<file path="config.mk">
export PLATFORM = sky130hd
export DESIGN_NAME = drain_current_ctrl_regs
export DESIGN_NICKNAME = d
export VERILOG_FILES = /design/src/common/dcc_pkg.sv /design/src/rtl/dcc_seq.sv /design/src/rtl/drain_current_ctrl_regs.sv
export VERILOG_INCLUDE_DIRS = /design/src /design/src/common
export SDC_FILE = /design/constraint.sdc
export NUM_CORES = 1
export LEC_CHECK = 0
export ABC_AREA = 1
export BUFFER_PORTS_ARGS = -buffer_cell sky130_fd_sc_hd__buf_2
export CORE_MARGIN = 4
export CORE_UTILIZATION = 45
export CTS_BUF_LIST = sky130_fd_sc_hd__clkbuf_4
export CTS_CLUSTER_DIAMETER = 40
export DETAILED_ROUTE_END_ITERATION = 10
export PLACE_DENSITY = 0.77
export SYNTH_ARGS = -nofsm -noshare
export SYNTH_HDL_FRONTEND = slang
export SYNTH_HIERARCHICAL = 1
export SYNTH_SLANG_ARGS = --single-unit
export TNS_END_PERCENT = 100
</file>
<file path="constraint.sdc">
create_clock -name pclk -period 1.7 [get_ports pclk]
set_input_delay 0.085 -clock pclk [delete_from_list [all_inputs] [get_ports pclk]]
set_output_delay 0.085 -clock pclk [all_outputs]
set_load 0.02 [all_outputs]
</file>
<file path="src/common/dcc_regs.svh">
// Register offsets, bit positions and timing constants of the drain-current controller
`ifndef DCC_REGS_SVH
`define DCC_REGS_SVH
`define DCC_OFF_STATUS 8'h00
`define DCC_OFF_MASK 8'h04
`define DCC_OFF_HWCFG 8'h08
`define DCC_OFF_SWCFG 8'h0C
`define DCC_OFF_CONV 8'h10
`define DCC_OFF_SWCLR 8'h14
`define DCC_OFF_XFER 8'h18
`define DCC_OFF_AMPCAL 8'h1C
`define DCC_OFF_HIGH_VOLTAGE_CAL_BIT 8'h20
`define DCC_OFF_DACIN 8'h24
`define DCC_OFF_DACOUT 8'h2C
`define DCC_OFF_DIRECT 8'h34
`define DCC_OFF_THR 8'h40
`define DCC_OFF_AFLAG 8'h58
`define DCC_OFF_RESULT 8'h5C
`define DCC_OFF_OFFSET 8'h64
`define DCC_OFF_SADDR 8'h6C
`define DCC_CH_STRIDE 8'h04
`define DCC_THR_KINDS 3
`define DCC_WORD_W 16
`define DCC_ADDR_HI 4'h5
`define DCC_BIT_ADC_REFERENCE_SELECT 0
`define DCC_BIT_DAC_REFERENCE_SELECT 1
`define DCC_BIT_CONV 0
`define DCC_CAL_TIME_NS 1000
`define DCC_CLK_PERIOD_NS 5
`define DCC_CAL_CYCLES ((`DCC_CAL_TIME_NS + `DCC_CLK_PERIOD_NS - 1) / `DCC_CLK_PERIOD_NS)
`endif

</file>
<file path="src/common/dcc_pkg.sv">
// Types shared by the drain-current controller register bank
`default_nettype none
package dcc_pkg;
  typedef enum logic [2:0] {
    SEQ_IDLE = 3'b001,
    SEQ_CAL = 3'b010,
    SEQ_CONV = 3'b100
  } seq_state_t;
  typedef struct packed {
    logic alarm;
    logic conv_done;
    logic cal_done;
  } status_t;
  typedef struct packed {
    logic alu_clear;
    logic fifo_clear;
  } clear_cmd_t;
endpackage
`default_nettype wire

</file>
<file path="src/rtl/dcc_seq.sv">
// Calibration and conversion sequencer of the drain-current controller
`include "dcc_regs.svh"
`default_nettype none
module dcc_seq import dcc_pkg::*; #(
  parameter int CAL_CYCLES = `DCC_CAL_CYCLES
) (
  input wire logic pclk,
  input wire logic presetn,
  input wire logic abort,
  input wire logic cal_start,
  input wire logic [1:0] cal_sel,
  input wire logic conv_start,
  input wire logic adc_valid,
  output logic busy,
  output logic [1:0] cal_active,
  output logic adc_start,
  output logic cal_done,
  output logic conv_done
);
  localparam int CW = $clog2(CAL_CYCLES + 1);
  seq_state_t state_q;
  logic [CW-1:0] cnt_q;

  if (CAL_CYCLES < 1) begin : g_chk
    $error("dcc_seq: CAL_CYCLES must be at least one");
  end

  assign busy = (state_q != SEQ_IDLE);

  // A request made while busy is dropped; software polls the busy bit
  always_ff @(posedge pclk or negedge presetn) begin
    if (!presetn) begin
      state_q <= SEQ_IDLE;
      cnt_q <= '0;
      cal_active <= 2'b00;
      adc_start <= 1'b0;
      cal_done <= 1'b0;
      conv_done <= 1'b0;
    end else begin
      adc_start <= 1'b0;
      cal_done <= 1'b0;
      conv_done <= 1'b0;
      if (abort) begin
        state_q <= SEQ_IDLE;
        cal_active <= 2'b00;
      end else begin
        case (state_q)
          SEQ_IDLE: begin
            if (cal_start && cal_sel != 2'b00) begin // RULE_07
              state_q <= SEQ_CAL;
              cal_active <= cal_sel;
              cnt_q <= CW'(CAL_CYCLES - 1);
            end else if (conv_start) begin
              state_q <= SEQ_CONV;
              adc_start <= 1'b1;
            end
          end
          SEQ_CAL: begin
            if (cnt_q == '0) begin
              state_q <= SEQ_IDLE;
              cal_active <= 2'b00;
              cal_done <= 1'b1;
            end else begin
              cnt_q <= cnt_q - 1'b1;
            end
          end
          SEQ_CONV: begin
            if (adc_valid) begin
              state_q <= SEQ_IDLE;
              conv_done <= 1'b1;
            end
          end
          default: state_q <= SEQ_IDLE;
        endcase
      end
    end
  end
endmodule
`default_nettype wire

</file>
<file path="src/rtl/drain_current_ctrl_regs.sv">
// APB register bank of the two-channel drain-current controller
//
// Notes on behaviour
// RULE_01: Slave address is 0101 plus three straps
// RULE_02: Straps high, mid, low form address bits
// RULE_03: Clear write resets registers, arithmetic unit, FIFO
// RULE_04: Clear also resets thresholds, alarm flags, DACs
// RULE_05: Transfer write copies all inputs to outputs
// RULE_06: Direct write loads channel input and output
// RULE_07: Calibration write starts selected amplifier calibration
// RULE_08: High-voltage cal conversion reports amplifier offset
// RULE_09: Safe input clamps gate; release frees it
// RULE_10: Reference bits pick internal, default external
// RULE_11: Per-channel sense, gate, temperature thresholds
// RULE_12: Host computes direct code from target current
// RULE_13: Each access moves one 16-bit word
`include "dcc_regs.svh"
`default_nettype none
module drain_current_ctrl_regs import dcc_pkg::*; #(
  parameter int DAC_W = 12,
  parameter int ADC_W = 12,
  parameter int CAL_CYCLES = `DCC_CAL_CYCLES
) (
  input wire logic pclk,
  input wire logic presetn,
  input wire logic psel,
  input wire logic penable,
  input wire logic pwrite,
  input wire logic [7:0] paddr,
  input wire logic [31:0] pwdata,
  output logic [31:0] prdata,
  output logic pready,
  output logic pslverr,
  output logic irq,
  input wire logic addr_strap_high,
  input wire logic addr_strap_mid,
  input wire logic addr_strap_low,
  output logic [6:0] slave_addr,
  input wire logic [1:0] safe_operation_input,
  output logic [1:0] gate_clamp,
  output logic adc_ref_internal,
  output logic dac_ref_internal,
  output logic [1:0][DAC_W-1:0] dac_code,
  output logic [1:0] amp_cal_active,
  output logic [1:0] high_voltage_cal_bit,
  output logic adc_start,
  input wire logic adc_valid,
  input wire logic [1:0][ADC_W-1:0] sense_result,
  output logic alu_clear,
  output logic fifo_clear
);
  if (DAC_W < 1 || DAC_W > `DCC_WORD_W || ADC_W < 1 || ADC_W > `DCC_WORD_W) begin : g_chk
    $error("drain_current_ctrl_regs: widths must lie in 1..16");
  end

  logic [DAC_W-1:0] dac_in_q [2];
  logic [DAC_W-1:0] dac_out_q [2];
  logic [ADC_W-1:0] thr_q [2][`DCC_THR_KINDS];
  logic [ADC_W-1:0] result_q [2];
  logic [ADC_W-1:0] offset_q [2];
  status_t status_q, mask_q, ev;
  clear_cmd_t clr_q;
  logic [1:0] aflag_q;
  logic [`DCC_WORD_W-1:0] swcfg_q;
  logic [`DCC_WORD_W-1:0] rd_d;
  logic hit, wr, rd_setup, swclr, xfer;
  logic seq_busy, seq_cal_done, seq_conv_done;
  logic [1:0] alarm_ev;
  logic conv_take;

  assign rd_setup = psel && !penable;
  // Writes land only at the completing edge of the access phase
  assign wr = psel && penable && pready && pwrite;
  assign swclr = wr && paddr == `DCC_OFF_SWCLR;
  assign xfer = wr && paddr == `DCC_OFF_XFER;
  // Results are caught with the valid pulse; the converter lines move on right after it
  assign conv_take = adc_valid && seq_busy && amp_cal_active == 2'b00;

  // APB answer: one wait-free access phase, data and error set up during setup
  always_ff @(posedge pclk or negedge presetn) begin
    if (!presetn) begin
      pready <= 1'b0;
      prdata <= '0;
      pslverr <= 1'b0;
    end else begin
      pready <= rd_setup;
      if (rd_setup) begin
        prdata <= {16'h0000, (pwrite ? 16'h0000 : rd_d)}; // RULE_13
        pslverr <= !hit;
      end
    end
  end

  always_comb begin
    rd_d = '0;
    hit = 1'b1;
    case (paddr)
      `DCC_OFF_STATUS: rd_d = 16'(status_q);
      `DCC_OFF_MASK: rd_d = 16'(mask_q);
      `DCC_OFF_HWCFG: rd_d = 16'({dac_ref_internal, adc_ref_internal});
      `DCC_OFF_SWCFG: rd_d = swcfg_q;
      `DCC_OFF_CONV: rd_d = 16'(seq_busy);
      `DCC_OFF_SWCLR: rd_d = '0;
      `DCC_OFF_XFER: rd_d = '0;
      `DCC_OFF_AMPCAL: rd_d = 16'(amp_cal_active);
      `DCC_OFF_HIGH_VOLTAGE_CAL_BIT: rd_d = 16'(high_voltage_cal_bit);
      `DCC_OFF_AFLAG: rd_d = 16'(aflag_q);
      `DCC_OFF_SADDR: rd_d = 16'(slave_addr);
      default: hit = 1'b0;
    endcase
    for (int c = 0; c < 2; c++) begin
      if (paddr == `DCC_OFF_DACIN + 8'(c * 4)) begin
        rd_d = 16'(dac_in_q[c]);
        hit = 1'b1;
      end
      if (paddr == `DCC_OFF_DACOUT + 8'(c * 4)) begin
        rd_d = 16'(dac_out_q[c]);
        hit = 1'b1;
      end
      if (paddr == `DCC_OFF_DIRECT + 8'(c * 4)) begin
        rd_d = 16'(dac_out_q[c]);
        hit = 1'b1;
      end
      if (paddr == `DCC_OFF_RESULT + 8'(c * 4)) begin
        rd_d = 16'(result_q[c]);
        hit = 1'b1;
      end
      if (paddr == `DCC_OFF_OFFSET + 8'(c * 4)) begin
        rd_d = 16'(offset_q[c]);
        hit = 1'b1;
      end
      for (int k = 0; k < `DCC_THR_KINDS; k++) begin
        if (paddr == `DCC_OFF_THR + 8'((c * `DCC_THR_KINDS + k) * 4)) begin
          rd_d = 16'(thr_q[c][k]); // RULE_11
          hit = 1'b1;
        end
      end
    end
  end

  // Straps are re-sampled every cycle so a board change is followed
  always_ff @(posedge pclk or negedge presetn) begin
    if (!presetn) begin
      slave_addr <= {`DCC_ADDR_HI, 3'b000};
    end else begin
      slave_addr <= {`DCC_ADDR_HI, addr_strap_high, addr_strap_mid, addr_strap_low}; // RULE_01 RULE_02
    end
  end

  // Clamp follows the pin with one flop of delay and no bus involvement
  always_ff @(posedge pclk or negedge presetn) begin
    if (!presetn) begin
      gate_clamp <= 2'b00;
    end else begin
      gate_clamp <= safe_operation_input; // RULE_09
    end
  end

  // Clear pulses toward the arithmetic unit and the FIFO
  always_ff @(posedge pclk or negedge presetn) begin
    if (!presetn) begin
      clr_q <= '0;
    end else begin
      clr_q <= '{alu_clear: swclr, fifo_clear: swclr}; // RULE_03
    end
  end
  assign alu_clear = clr_q.alu_clear;
  assign fifo_clear = clr_q.fifo_clear;

  // Configuration registers; external references after reset
  always_ff @(posedge pclk or negedge presetn) begin
    if (!presetn) begin
      adc_ref_internal <= 1'b0;
      dac_ref_internal <= 1'b0;
      swcfg_q <= '0;
      mask_q <= '0;
      high_voltage_cal_bit <= 2'b00;
    end else if (swclr) begin
      adc_ref_internal <= 1'b0; // RULE_03
      dac_ref_internal <= 1'b0;
      swcfg_q <= '0;
      mask_q <= '0;
      high_voltage_cal_bit <= 2'b00;
    end else if (wr) begin
      if (paddr == `DCC_OFF_HWCFG) begin
        adc_ref_internal <= pwdata[`DCC_BIT_ADC_REFERENCE_SELECT]; // RULE_10
        dac_ref_internal <= pwdata[`DCC_BIT_DAC_REFERENCE_SELECT]; // RULE_10
      end
      if (paddr == `DCC_OFF_SWCFG) swcfg_q <= pwdata[`DCC_WORD_W-1:0];
      if (paddr == `DCC_OFF_MASK) mask_q <= status_t'(pwdata[2:0]);
      if (paddr == `DCC_OFF_HIGH_VOLTAGE_CAL_BIT) high_voltage_cal_bit <= pwdata[1:0];
    end
  end

  dcc_seq #(.CAL_CYCLES(CAL_CYCLES)) u_seq (
    .pclk(pclk),
    .presetn(presetn),
    .abort(swclr),
    .cal_start(wr && paddr == `DCC_OFF_AMPCAL),
    .cal_sel(pwdata[1:0]),
    .conv_start(wr && paddr == `DCC_OFF_CONV && pwdata[`DCC_BIT_CONV]),
    .adc_valid(adc_valid),
    .busy(seq_busy),
    .cal_active(amp_cal_active),
    .adc_start(adc_start),
    .cal_done(seq_cal_done),
    .conv_done(seq_conv_done)
  );

  for (genvar c = 0; c < 2; c++) begin : g_ch
    logic dir_wr;
    assign dir_wr = wr && paddr == `DCC_OFF_DIRECT + 8'(c * 4);
    // Host supplies a ready-made code; no scaling is applied here
    always_ff @(posedge pclk or negedge presetn) begin
      if (!presetn) begin
        dac_in_q[c] <= '0;
        dac_out_q[c] <= '0;
      end else if (swclr) begin
        dac_in_q[c] <= '0; // RULE_04
        dac_out_q[c] <= '0;
      end else if (dir_wr) begin
        dac_in_q[c] <= pwdata[DAC_W-1:0]; // RULE_06 RULE_12
        dac_out_q[c] <= pwdata[DAC_W-1:0]; // RULE_06
      end else begin
        if (wr && paddr == `DCC_OFF_DACIN + 8'(c * 4)) dac_in_q[c] <= pwdata[DAC_W-1:0];
        if (xfer) dac_out_q[c] <= dac_in_q[c]; // RULE_05
      end
    end
    assign dac_code[c] = dac_out_q[c];

    for (genvar k = 0; k < `DCC_THR_KINDS; k++) begin : g_thr
      always_ff @(posedge pclk or negedge presetn) begin
        if (!presetn) begin
          thr_q[c][k] <= '0;
        end else if (swclr) begin
          thr_q[c][k] <= '0; // RULE_04
        end else if (wr && paddr == `DCC_OFF_THR + 8'((c * `DCC_THR_KINDS + k) * 4)) begin
          thr_q[c][k] <= pwdata[ADC_W-1:0]; // RULE_11
        end
      end
    end

    // With the high-voltage cal bit set the conversion is the amplifier offset
    always_ff @(posedge pclk or negedge presetn) begin
      if (!presetn) begin
        result_q[c] <= '0;
        offset_q[c] <= '0;
      end else if (swclr) begin
        result_q[c] <= '0;
        offset_q[c] <= '0;
      end else if (conv_take) begin
        if (high_voltage_cal_bit[c]) offset_q[c] <= sense_result[c]; // RULE_08
        else result_q[c] <= sense_result[c];
      end
    end
    // Offset runs never raise a sense alarm
    assign alarm_ev[c] = conv_take && !high_voltage_cal_bit[c] && sense_result[c] > thr_q[c][0];
  end

  assign ev = '{alarm: |alarm_ev, conv_done: seq_conv_done, cal_done: seq_cal_done};

  // Sticky flags: a new event beats a same-cycle clear of any kind
  always_ff @(posedge pclk or negedge presetn) begin
    if (!presetn) begin
      aflag_q <= 2'b00;
      status_q <= '0;
    end else if (swclr) begin
      aflag_q <= alarm_ev; // RULE_04
      status_q <= ev;
    end else begin
      aflag_q <= (aflag_q & ~((wr && paddr == `DCC_OFF_AFLAG) ? pwdata[1:0] : 2'b00)) | alarm_ev;
      status_q <= (status_q & ~((wr && paddr == `DCC_OFF_STATUS) ? status_t'(pwdata[2:0]) : '0)) | ev;
    end
  end

  always_ff @(posedge pclk or negedge presetn) begin
    if (!presetn) begin
      irq <= 1'b0;
    end else begin
      irq <= |(status_q & mask_q);
    end
  end
endmodule
`default_nettype wire
</file>
==> results.json, run 1 <==
{
  "fin_crit_sh_pct": 122,
  "path_clk_slew_ps": 80,
  "cp_slowest_cell": "dfstp_2",
  "fmax_mhz": 481,
  "drc": 0,
  "hold_class": "in -> reg",
  "period_needed_ps": 2080,
  "holdWs_ps": 79.0,
  "yosysTopAreaCellShare_pct": 48.1,
  "setup-violations-final": 172,
  "setup_ws_ps": -377,
  "synth_cell_types": 48,
  "routed.top_layer": "met4",
  "synth_area_leaders": "dfrtp_1 48%, nand2_1 15%, o21ai_0 9.5%",
  "hpwlAfterDp_um": 30400,
  "yosys_most_used_dff": "dfrtp_1",
  "p_leak_nw": 9.26,
  "std_cell_rows": 60,
  "hold_start": "paddr[3]",
  "crit_chain": "nand3_2 -> inv_2 -> nor2_2 -> nor2_1 -> nand4_1 -> nand2_1 -> nand2_1 -> nand2_1 -> nand4_1 -> nand2_1 -> nand2_1 -> nand2_1 -> nand2_2 -> nand2_2 -> nand2_2 -> nand2_1 -> nand2_1 -> nand2_1 -> nand2_1",
  "yosysSeqAreaShare_pct": 48.3,
  "cp_max_fo": 2,
  "required_ps": 2280,
  "p_per_area_mw_per_mm2": 671,
  "nNetsFinal": 2094,
  "grt_antenna_before_repair": 1,
  "synth_edf_count": 0,
  "final_common_cell": "nand2_1",
  "violations": "setup timing",
  "place_congestion": 0.978,
  "endpoint_kind": "flip-flop",
  "grt_first_pass_wirelength_um": 66800,
  "die_width_um": 173,
  "drtIter0Drc": 1430,
  "syn_inst": 1556,
  "cp_num_buf_inv": 1,
  "async_reset_ff_share_pct": 100,
  "cp.arrival_ps": 2660,
  "grt_use_total_pct": 27.7,
  "crit_path_frequent_cell": "nand2_1",
  "initial_core_util_pct": 45.7,
  "utilization_pct": 68.8,
  "num_vias": 13571,
  "max_slew_margin_pct": 52.2,
  "rsz0062_at_grt": "yes",
  "yosys_warnings": 6,
  "die_area_mm2": 0.0300,
  "finalNonFillerCells": 2377,
  "setup_tns_ps": -11690,
  "final_cell_mix": "421 x nand2_1, 233 x dfrtp_1, 179 x buf_4",
  "clkLatencyLatePin_ps": 720,
  "ios": 152,
  "htreeDepth": 2,
  "tritoncts.num_buffers": 61,
  "syn_area_mm2": 0.0123,
  "slowest_delay_ps": 540,
  "ir_drop_mv": 0.488,
  "power.total_w": 0.0124,
  "vias_per_cell": 5.71,
  "port_buffers": 115,
  "die_y_um": 173,
  "antenna_left": 0,
  "yosys_register_bits": 237,
  "drive_gt1_share_pct": 39.6,
  "wl_um": 48300,
  "wl_met1_um": 18500,
  "tightest_slew_ps": 710,
  "cts_root_buf": "clkbuf_4",
  "report.final.slew_viol_count": 0,
  "fin_skew_ps": 42.6,
  "worst-setup-path-type": "reg -> reg",
  "first_pass_iters": 8,
  "status": "finished, violations left",
  "synth_top_area_cell": "dfrtp_1",
  "grt_max_degree": 66,
  "wl_met2_um": 21900,
  "clock_path_buffers": 3,
  "startpoint": "u_seq/state_q[0]$_DFFE_PN1P_",
  "crit_family": "simple AND/OR/NAND/NOR gates",
  "cts.sinks": 237,
  "dp.cells": 2143,
  "cts_tree": "built",
  "start_kind": "flip-flop",
  "hold_viol": 0,
  "grt-ovfl-total": 0,
  "max_cap_violations": 0,
  "wl_met3_um": 5070,
  "core-area_mm2": 0.0269,
  "syn_area_per_cell_um2": 7.90,
  "grt_pass1_vias": 12549,
  "reg2reg_from": "u_seq/state_q[0]$_DFFE_PN1P_",
  "post_drt_wl_per_cell_um": 20.3,
  "syn_to_final_growth_pct": 50.4
}
[metal layers]
metal	track usage, %	vias up
li1	-	6003
met1	36.6	6480
met2	44.2	862
met3	6.78	226
met4	11.4	0
met5	0	-
[worst register-to-register path, delay by kind of cell (launching register included)]
kind                   cells  cell delay [ps]
buffers and inverters      1               70
and+or+nand+nor           18             1350
DFF                        1              540
[area by class of cell]
type	count	area, um2
Antenna cell	1	2.50
Inverter	152	693
Timing Repair inverter	6	61.3
Clock buffer	79	593
Timing Repair Buffer	428	3830
Multi-Input combinational cell	1107	6790
Fill cell	1925	8390
Tap cell	341	427
Clock inverter	26	158
Sequential cell	237	5940
[kinds of logic after synthesis]
family	synth area share (%)
and+or+nand+nor	25.5
AOI/OAI and AO/OA	15.0
DFF	48.3
buffers and inverters	8.38
adders and majority gates	2.65
other	0.0611
xor gates and xnor gates	0.0713
[cell usage after synthesis (2+ instances only)]
cell / n
nand2_4: 5
o21ai_1: 14
clkbuf_1: 33
or2_2: 20
nand2_2: 15
inv_2: 16
o21ai_0: 234
nand3_4: 4
nor2_2: 7
conb_1: 2
buf_6: 4
nand3b_1: 7
clkinv_1: 2
nor3_1: 10
dfrtp_1: 236
a31o_2: 2
a21oi_1: 43
or2_0: 2
buf_2: 15
nand4_1: 19
nor2_1: 63
nand3_1: 57
o2111ai_1: 5
inv_4: 2
o21ai_2: 4
nor4_1: 2
nor2_4: 8
nand2_1: 497
o22ai_1: 15
o221ai_1: 15
o21bai_1: 3
inv_1: 132
ha_1: 26
buf_4: 23
[state kept, by name, summed over array words and instances, names as in the netlist, 2 cells and up]
register / count
high_voltage_cal_bit: 2
u_seq/cal_active: 2
prdata: 16
dac_in_q: 24
gate_clamp: 2
u_seq/cnt_q: 8
aflag_q: 2
dac_code: 24
result_q: 24
slave_addr: 3
mask_q: 3
status_q: 3
swcfg_q: 16
thr_q: 72
offset_q: 24
u_seq/state_q: 3
[through the flow]
stage	area (um2)	setup WS, ps
detailed placement	14700	-551
global placement	14700	-533
floorplan	12600	-63.8
global route	18500	-508
finish	18500	-377
CTS	16300	-343
[final timing paths]
| check | to | slack [ps] | cells after the start |
|---|---|---|---|
| setup / recovery | prdata[0]$_DFFE_PN0P_ | -380 | 19 |
| hold / removal | pslverr$_DFFE_PN0P_ | 80 | 6 |
| setup reg to reg | prdata[0]$_DFFE_PN0P_ | -380 | 19 |
| hold reg to reg | status_q[0]$_DFF_PN0_ | 460 | 1 |
| max in group asynchronous | offset_q[9]$_DFFE_PN0P_ | 720 | 5 |
| min in group asynchronous | u_seq/state_q[0]$_DFFE_PN1P_ | 530 | 3 |
[timing repair]
item                                    4_1_cts  5_1_grt
resized for setup                            45      494
hold buffers                                 58        0
endpoints found under the setup margin      106      196
buffers inserted                              4       45
gates cloned                                  3       18
pin swaps                                    17      131
endpoints found under the hold margin       460        0
[report_power, final]
| group | internal [W] | switching [W] | total [W] |
|---|---|---|---|
| logic | 0.000625 | 0.000873 | 0.00150 |
| clock network | 0.00247 | 0.00245 | 0.00492 |
| registers | 0.00583 | 0.000157 | 0.00599 |
Note: power is estimated with default switching activity, not from simulation.
==> run 2: changes to the inputs <==
--- a/config.mk
+++ b/config.mk
@@ -14,6 +14,8 @@
 export CTS_CLUSTER_DIAMETER = 40
 export DETAILED_ROUTE_END_ITERATION = 10
 export PLACE_DENSITY = 0.77
+export SKIP_CTS_REPAIR_TIMING = 1
+export SLEW_MARGIN = 40
 export SYNTH_ARGS = -nofsm -noshare
 export SYNTH_HDL_FRONTEND = slang
 export SYNTH_HIERARCHICAL = 1
==> results.json, run 2 (same netlist as run 1, synthesis figures left out) <==
{
  "status": "finished, violations left",
  "violations": "setup timing",
  "postLayoutCellArea_mm2": 0.0175,
  "cp_max_fo": 6,
  "core-area_mm2": 0.0269,
  "grt_busiest_layer": "met2",
  "swShare_pct": 27.4,
  "crit_end": "offset_q[11]$_DFFE_PN0P_",
  "grt_antenna_before_repair": 1,
  "cts_tree": "built",
  "ios": 152,
  "grt_use_total_pct": 26.5,
  "report.final.slew_viol_count": 0,
  "switchingPower_w": 0.00335,
  "grt_use_met2_pct": 41.7,
  "wl_um": 45300,
  "die_area_mm2": 0.0300,
  "std_cell_rows": 60,
  "clkLatencyLatePin_ps": 710,
  "rr_endpoint": "offset_q[11]$_DFFE_PN0P_",
  "startpoint": "u_seq/state_q[0]$_DFFE_PN1P_",
  "die_width_um": 173,
  "start_kind": "flip-flop",
  "clock_path_buffers": 3,
  "p_seq_share_pct": 49.0,
  "port_buffers": 115,
  "fin_crit_sh_pct": 126,
  "htreeDepth": 2,
  "grt_max_degree": 66,
  "drive_gt1_share_pct": 35.1,
  "place_congestion": 0.978,
  "hold_viol": 0,
  "rsz0062_at_grt": "yes",
  "whs_path_depth": 2,
  "setup_tns_ps": -21350,
  "hold_class": "in -> reg",
  "fill_cells": 2106,
  "drtIter0Drc": 1256,
  "drc": 0,
  "multi_input_area_mm2": 0.00618,
  "vias_per_cell": 5.49,
  "path_clk_slew_ps": 70,
  "grtUsageMet3_pct": 5.87,
  "comb_power_share_pct": 10.9,
  "hold_start": "addr_strap_low",
  "cp.arrival_ps": 2760,
  "cts.sinks": 237,
  "setup_ws_ps": -439,
  "grt_first_pass_wirelength_um": 64000,
  "p_leak_nw": 8.89,
  "setup-violations-final": 126,
  "endpoint_kind": "flip-flop",
  "rr_worst_depth": 14,
  "worst-setup-path-type": "reg -> reg",
  "final_common_cell": "nand2_1",
  "reg2reg_from": "u_seq/state_q[0]$_DFFE_PN1P_",
  "required_ps": 2320,
  "fmax_mhz": 468,
  "ir_drop_mv": 0.615,
  "antenna_left": 0,
  "final_cell_mix": "441 x nand2_1, 233 x dfrtp_1, 173 x buf_4",
  "hpwlAfterDp_um": 30400,
  "place_area_mm2": 0.0147,
  "clock_power_share_pct": 40.1,
  "power.total_w": 0.0122,
  "tightest_slew_ps": 728,
  "r2r_slack_ps": -440,
  "grt_pass1_vias": 12056,
  "grt-ovfl-total": 0,
  "largest_reg_flops": 72,
  "tritoncts.num_buffers": 61,
  "syn_to_final_growth_pct": 42.5,
  "first_pass_iters": 7,
  "use_met1_pct": 35.9,
  "post_drt_wl_per_cell_um": 19.2,
  "fin_skew_ps": 23.3,
  "initial_core_util_pct": 45.7,
  "pre_cts_ws_ps": -551,
  "cts_root_buf": "clkbuf_4",
  "nNetsFinal": 2072,
  "num_vias": 12925,
  "max_slew_margin_pct": 50.9,
  "max_cap_violations": 0,
  "p_int_w": 0.00885,
  "p_per_area_mw_per_mm2": 696,
  "die_y_um": 173,
  "seq_area_mm2": 0.00594,
  "top_register": "thr_q",
  "period_needed_ps": 2140,
  "utilization_pct": 65.2
}
==> run 2: cell count changes in the layout (fill, tap and decap cells not counted), moves of 8 or more <==
| cell | previous run | this run |
|---|---|---|
| buf_8 | 14 | 3 |
| inv_2 | 25 | 38 |
| inv_6 | 9 | 1 |
| nand2_1 | 421 | 441 |
| nand2_4 | 34 | 19 |
| nand2_8 | 14 | 6 |
| o21ai_0 | 98 | 139 |
| o21ai_1 | 79 | 91 |
| o21ai_2 | 72 | 20 |
==> run 2: layout make-up <==
cell class / instances / area share [%]
Multi-Input combinational cell: 1106 / 35.3
Sequential cell: 237 / 33.9
Timing Repair Buffer: 404 / 19.7
Inverter: 152 / 3.70
Clock buffer: 79 / 3.39
Tap cell: 341 / 2.44
Clock inverter: 26 / 0.900
Timing Repair inverter: 9 / 0.636
Antenna cell: 1 / 0.0143
==> run 2: worst max-delay path, cell delays in order, from the launching register on <==
cell and delay, ps:
dfstp_2 540, nand3_2 100, buf_4 160, buf_6 110
buf_6 110, buf_6 100, buf_6 100, and3_4 200
buf_6 130, nand2_4 80, nand2_8 90, buf_6 140
inv_8 70, nand2_1 50, o21ai_1 80
==> run 2: power by group through the flow <==
stage,clock [W],sequential [W],combinational [W]
floorplan,0,0.00607,0.000468
global placement,0,0.00607,0.00103
detailed placement,0,0.00607,0.00105
CTS,0.00495,0.00597,0.00105
global route,0.00529,0.00599,0.00145
finish,0.00489,0.00598,0.00133
==> run 2: routing by layer <==
metal | share of wire (%) | up-vias
met5 | 0 | -
met4 | 4.5 | 0
met3 | 10 | 154
met2 | 46 | 774
met1 | 40 | 6065
li1 | - | 5932
==> run 2: worst min-delay path by stage <==
stage / end / slack (ps)
2_1_floorplan: adc_ref_internal$_DFFE_PN0P_ / -210
3_3_place_gp: gate_clamp[0]$_DFF_PN0_ / 10
3_5_place_dp: gate_clamp[1]$_DFF_PN0_ / 10
4_1_cts: u_seq/cal_active[1]$_DFFE_PN0P_ / -750
5_1_grt: slave_addr[0]$_DFF_PN0_ / 5
6_report: slave_addr[0]$_DFF_PN0_ / 30
==> run 2: metrics by stage <==
step	std cells	hold slack [ps]
6_report	2355	34.6
5_1_grt	2355	5.04
4_1_cts	2248	-748
3_5_place_dp	2143	14.3
3_3_place_gp	2143	12.2
2_1_floorplan	1574	-211
==> run 3: changes to the inputs <==
--- a/config.mk
+++ b/config.mk
@@ -6,7 +6,6 @@
 export SDC_FILE = /design/constraint.sdc
 export NUM_CORES = 1
 export LEC_CHECK = 0
-export ABC_AREA = 1
 export BUFFER_PORTS_ARGS = -buffer_cell sky130_fd_sc_hd__buf_2
 export CORE_MARGIN = 4
 export CORE_UTILIZATION = 45
==> results.json, run 3 <==
{
  "status": "finished, violations left",
  "violations": "setup timing",
  "p_leak_nw": 8.65,
  "top_register": "thr_q",
  "first_pass_iters": 7,
  "synth_cell_types": 85,
  "cp_num_cells": 11,
  "wl_um": 59400,
  "p_per_area_mw_per_mm2": 727,
  "cp_num_buf_inv": 4,
  "r2r_slack_ps": -570,
  "cp.arrival_ps": 2810,
  "max_slew_margin_pct": 50.6,
  "reg2reg_from": "pready$_DFF_PN0_",
  "hold_class": "in -> reg",
  "vias_per_cell": 6.31,
  "max_cap_violations": 0,
  "hold_viol": 0,
  "setup-violations-final": 118,
  "num_vias": 14796,
  "ir_drop_mv": 0.657,
  "initial_core_util_pct": 46.2,
  "tightest_slew_ps": 722,
  "startpoint": "pready$_DFF_PN0_",
  "drtIter0Drc": 2005,
  "largest_reg_flops": 72,
  "required_ps": 2240,
  "grt-ovfl-total": 0,
  "drive_gt1_share_pct": 37.4,
  "start_kind": "flip-flop",
  "crit_chain": "nand4_1 -> buf_6 -> nor2_4 -> nand2_2 -> inv_4 -> buf_4 -> buf_12 -> nor4b_4 -> o22ai_4 -> o41ai_2 -> a21oi_1",
  "rr_worst_depth": 11,
  "yosys_most_used_dff": "dfrtp_1",
  "rr_endpoint": "u_seq/cnt_q[5]$_DFFE_PN0P_",
  "yosysMostFrequentCell": "nand2_1",
  "rsz0062_at_grt": "yes",
  "synth_common_cells": "238 x nand2_1, 236 x dfrtp_1, 153 x o21ai_0",
  "crit_end": "u_seq/cnt_q[5]$_DFFE_PN0P_",
  "yosys_warnings": 6,
  "synth_top_area_cell": "dfrtp_1",
  "finalNonFillerCells": 2345,
  "path_clk_slew_ps": 70,
  "die_y_um": 178,
  "synth_edf_count": 0,
  "yosysTopAreaCellShare_pct": 45.4,
  "synth_area_leaders": "dfrtp_1 45%, nand2_1 6.9%, o21ai_0 5.9%",
  "ios": 152,
  "clock_path_buffers": 3,
  "cp_max_fo": 5,
  "syn_area_mm2": 0.0130,
  "crit_family": "compound AO/OA/AOI/OAI gates",
  "hpwlAfterDp_um": 39400,
  "yosysSeqAreaShare_pct": 45.6,
  "syn_to_final_growth_pct": 45.6,
  "cp_slowest_cell": "dfrtp_2",
  "period_needed_ps": 2270,
  "final_common_cell": "buf_4",
  "utilization_pct": 67.2,
  "post_drt_wl_per_cell_um": 25.3,
  "final_cell_mix": "250 x buf_4, 235 x dfrtp_1, 212 x nand2_1",
  "grt_pass1_vias": 13392,
  "std_cell_rows": 61,
  "fill_cells": 2144,
  "syn_inst": 1464,
  "clkLatencyLatePin_ps": 700,
  "fin_skew_ps": 30.3,
  "place_congestion": 1.05,
  "report.final.slew_viol_count": 0,
  "die_width_um": 178,
  "grt_first_pass_wirelength_um": 77800,
  "dp.cells": 2135,
  "yosys_register_bits": 237,
  "drc": 0,
  "grt_antenna_before_repair": 4,
  "tritoncts.num_buffers": 67,
  "slowest_delay_ps": 410,
  "fmax_mhz": 440,
  "holdWs_ps": 51.5,
  "port_buffers": 115,
  "antenna_left": 0,
  "cts_root_buf": "clkbuf_4",
  "grt_use_total_pct": 32.4,
  "htreeDepth": 3,
  "setup_ws_ps": -573,
  "nNetsFinal": 2024,
  "async_reset_ff_share_pct": 100,
  "syn_area_per_cell_um2": 8.88,
  "die_area_mm2": 0.0317,
  "cts_tree": "built",
  "worst-setup-path-type": "reg -> reg",
  "endpoint_kind": "flip-flop",
  "cts.sinks": 237,
  "grt_max_degree": 102,
  "core-area_mm2": 0.0282,
  "fin_crit_sh_pct": 134
}
## run 3: how the worst min path moves through the flow
stage	from	endpoint	slack [ps]	cells after the start
6_report	safe_operation_input[0]	gate_clamp[0]$_DFF_PN0_	50	2
3_5_place_dp	presetn	offset_q[9]$_DFFE_PN0P_	60	1
3_3_place_gp	presetn	prdata[15]$_DFFE_PN0P_	50	1
4_1_cts	presetn	thr_q[58]$_DFFE_PN0P_	-680	1
5_1_grt	safe_operation_input[0]	gate_clamp[0]$_DFF_PN0_	40	2
2_1_floorplan	presetn	adc_ref_internal$_DFFE_PN0P_	-210	0
## run 3: cell type report
type,count,area (um2),share of cell area [%]
Timing Repair Buffer,496,4370,23.1
Clock buffer,92,691,3.65
Tap cell,378,473,2.50
Clock inverter,18,97.6,0.516
Sequential cell,237,5930,31.3
Inverter,37,141,0.747
Antenna cell,3,7.51,0.0397
Multi-Input combinational cell,1084,7220,38.1
## run 3: metal layers
layer	wire length (um)	track usage [%]	up-vias	share of wire [%]
met5	54	0	-	0.091
met4	4280	15.7	2	7.2
met3	6640	7.35	322	11
met2	26800	50.9	1149	45
met1	21600	42.4	7102	36
li1	-	-	6221	-
## run 3: where the power goes
| part | total (W) | switching, W | internal, W |
|---|---|---|---|
| Combinational | 0.00225 | 0.00129 | 0.000957 |
| Sequential | 0.00635 | 0.000348 | 0.00600 |
| Clock | 0.00516 | 0.00252 | 0.00264 |
## run 3: kinds of logic after synthesis
group,Yosys count,synth area share (%)
AND/OR/NAND/NOR,525,20.0
AO/OA/AOI/OAI,474,22.8
flip-flops,237,45.6
buffers and inverters,161,6.04
multiplexers,36,2.80
adder cells (fa/ha/maj),26,2.50
XOR/XNOR,3,0.202
other,2,0.0577
## run 3: per-stage QoR
stage          power [W]  instance area, um2  TNS [ps]  worst slack (ps)
6_report          0.0138               18900    -11150              -573
3_5_place_dp     0.00829               16100    -60610              -594
3_3_place_gp     0.00823               16100    -55280              -566
2_1_floorplan    0.00722               13200     -6850              -782
5_1_grt           0.0143               18900    -18040              -644
4_1_cts           0.0134               16900    -29390              -630
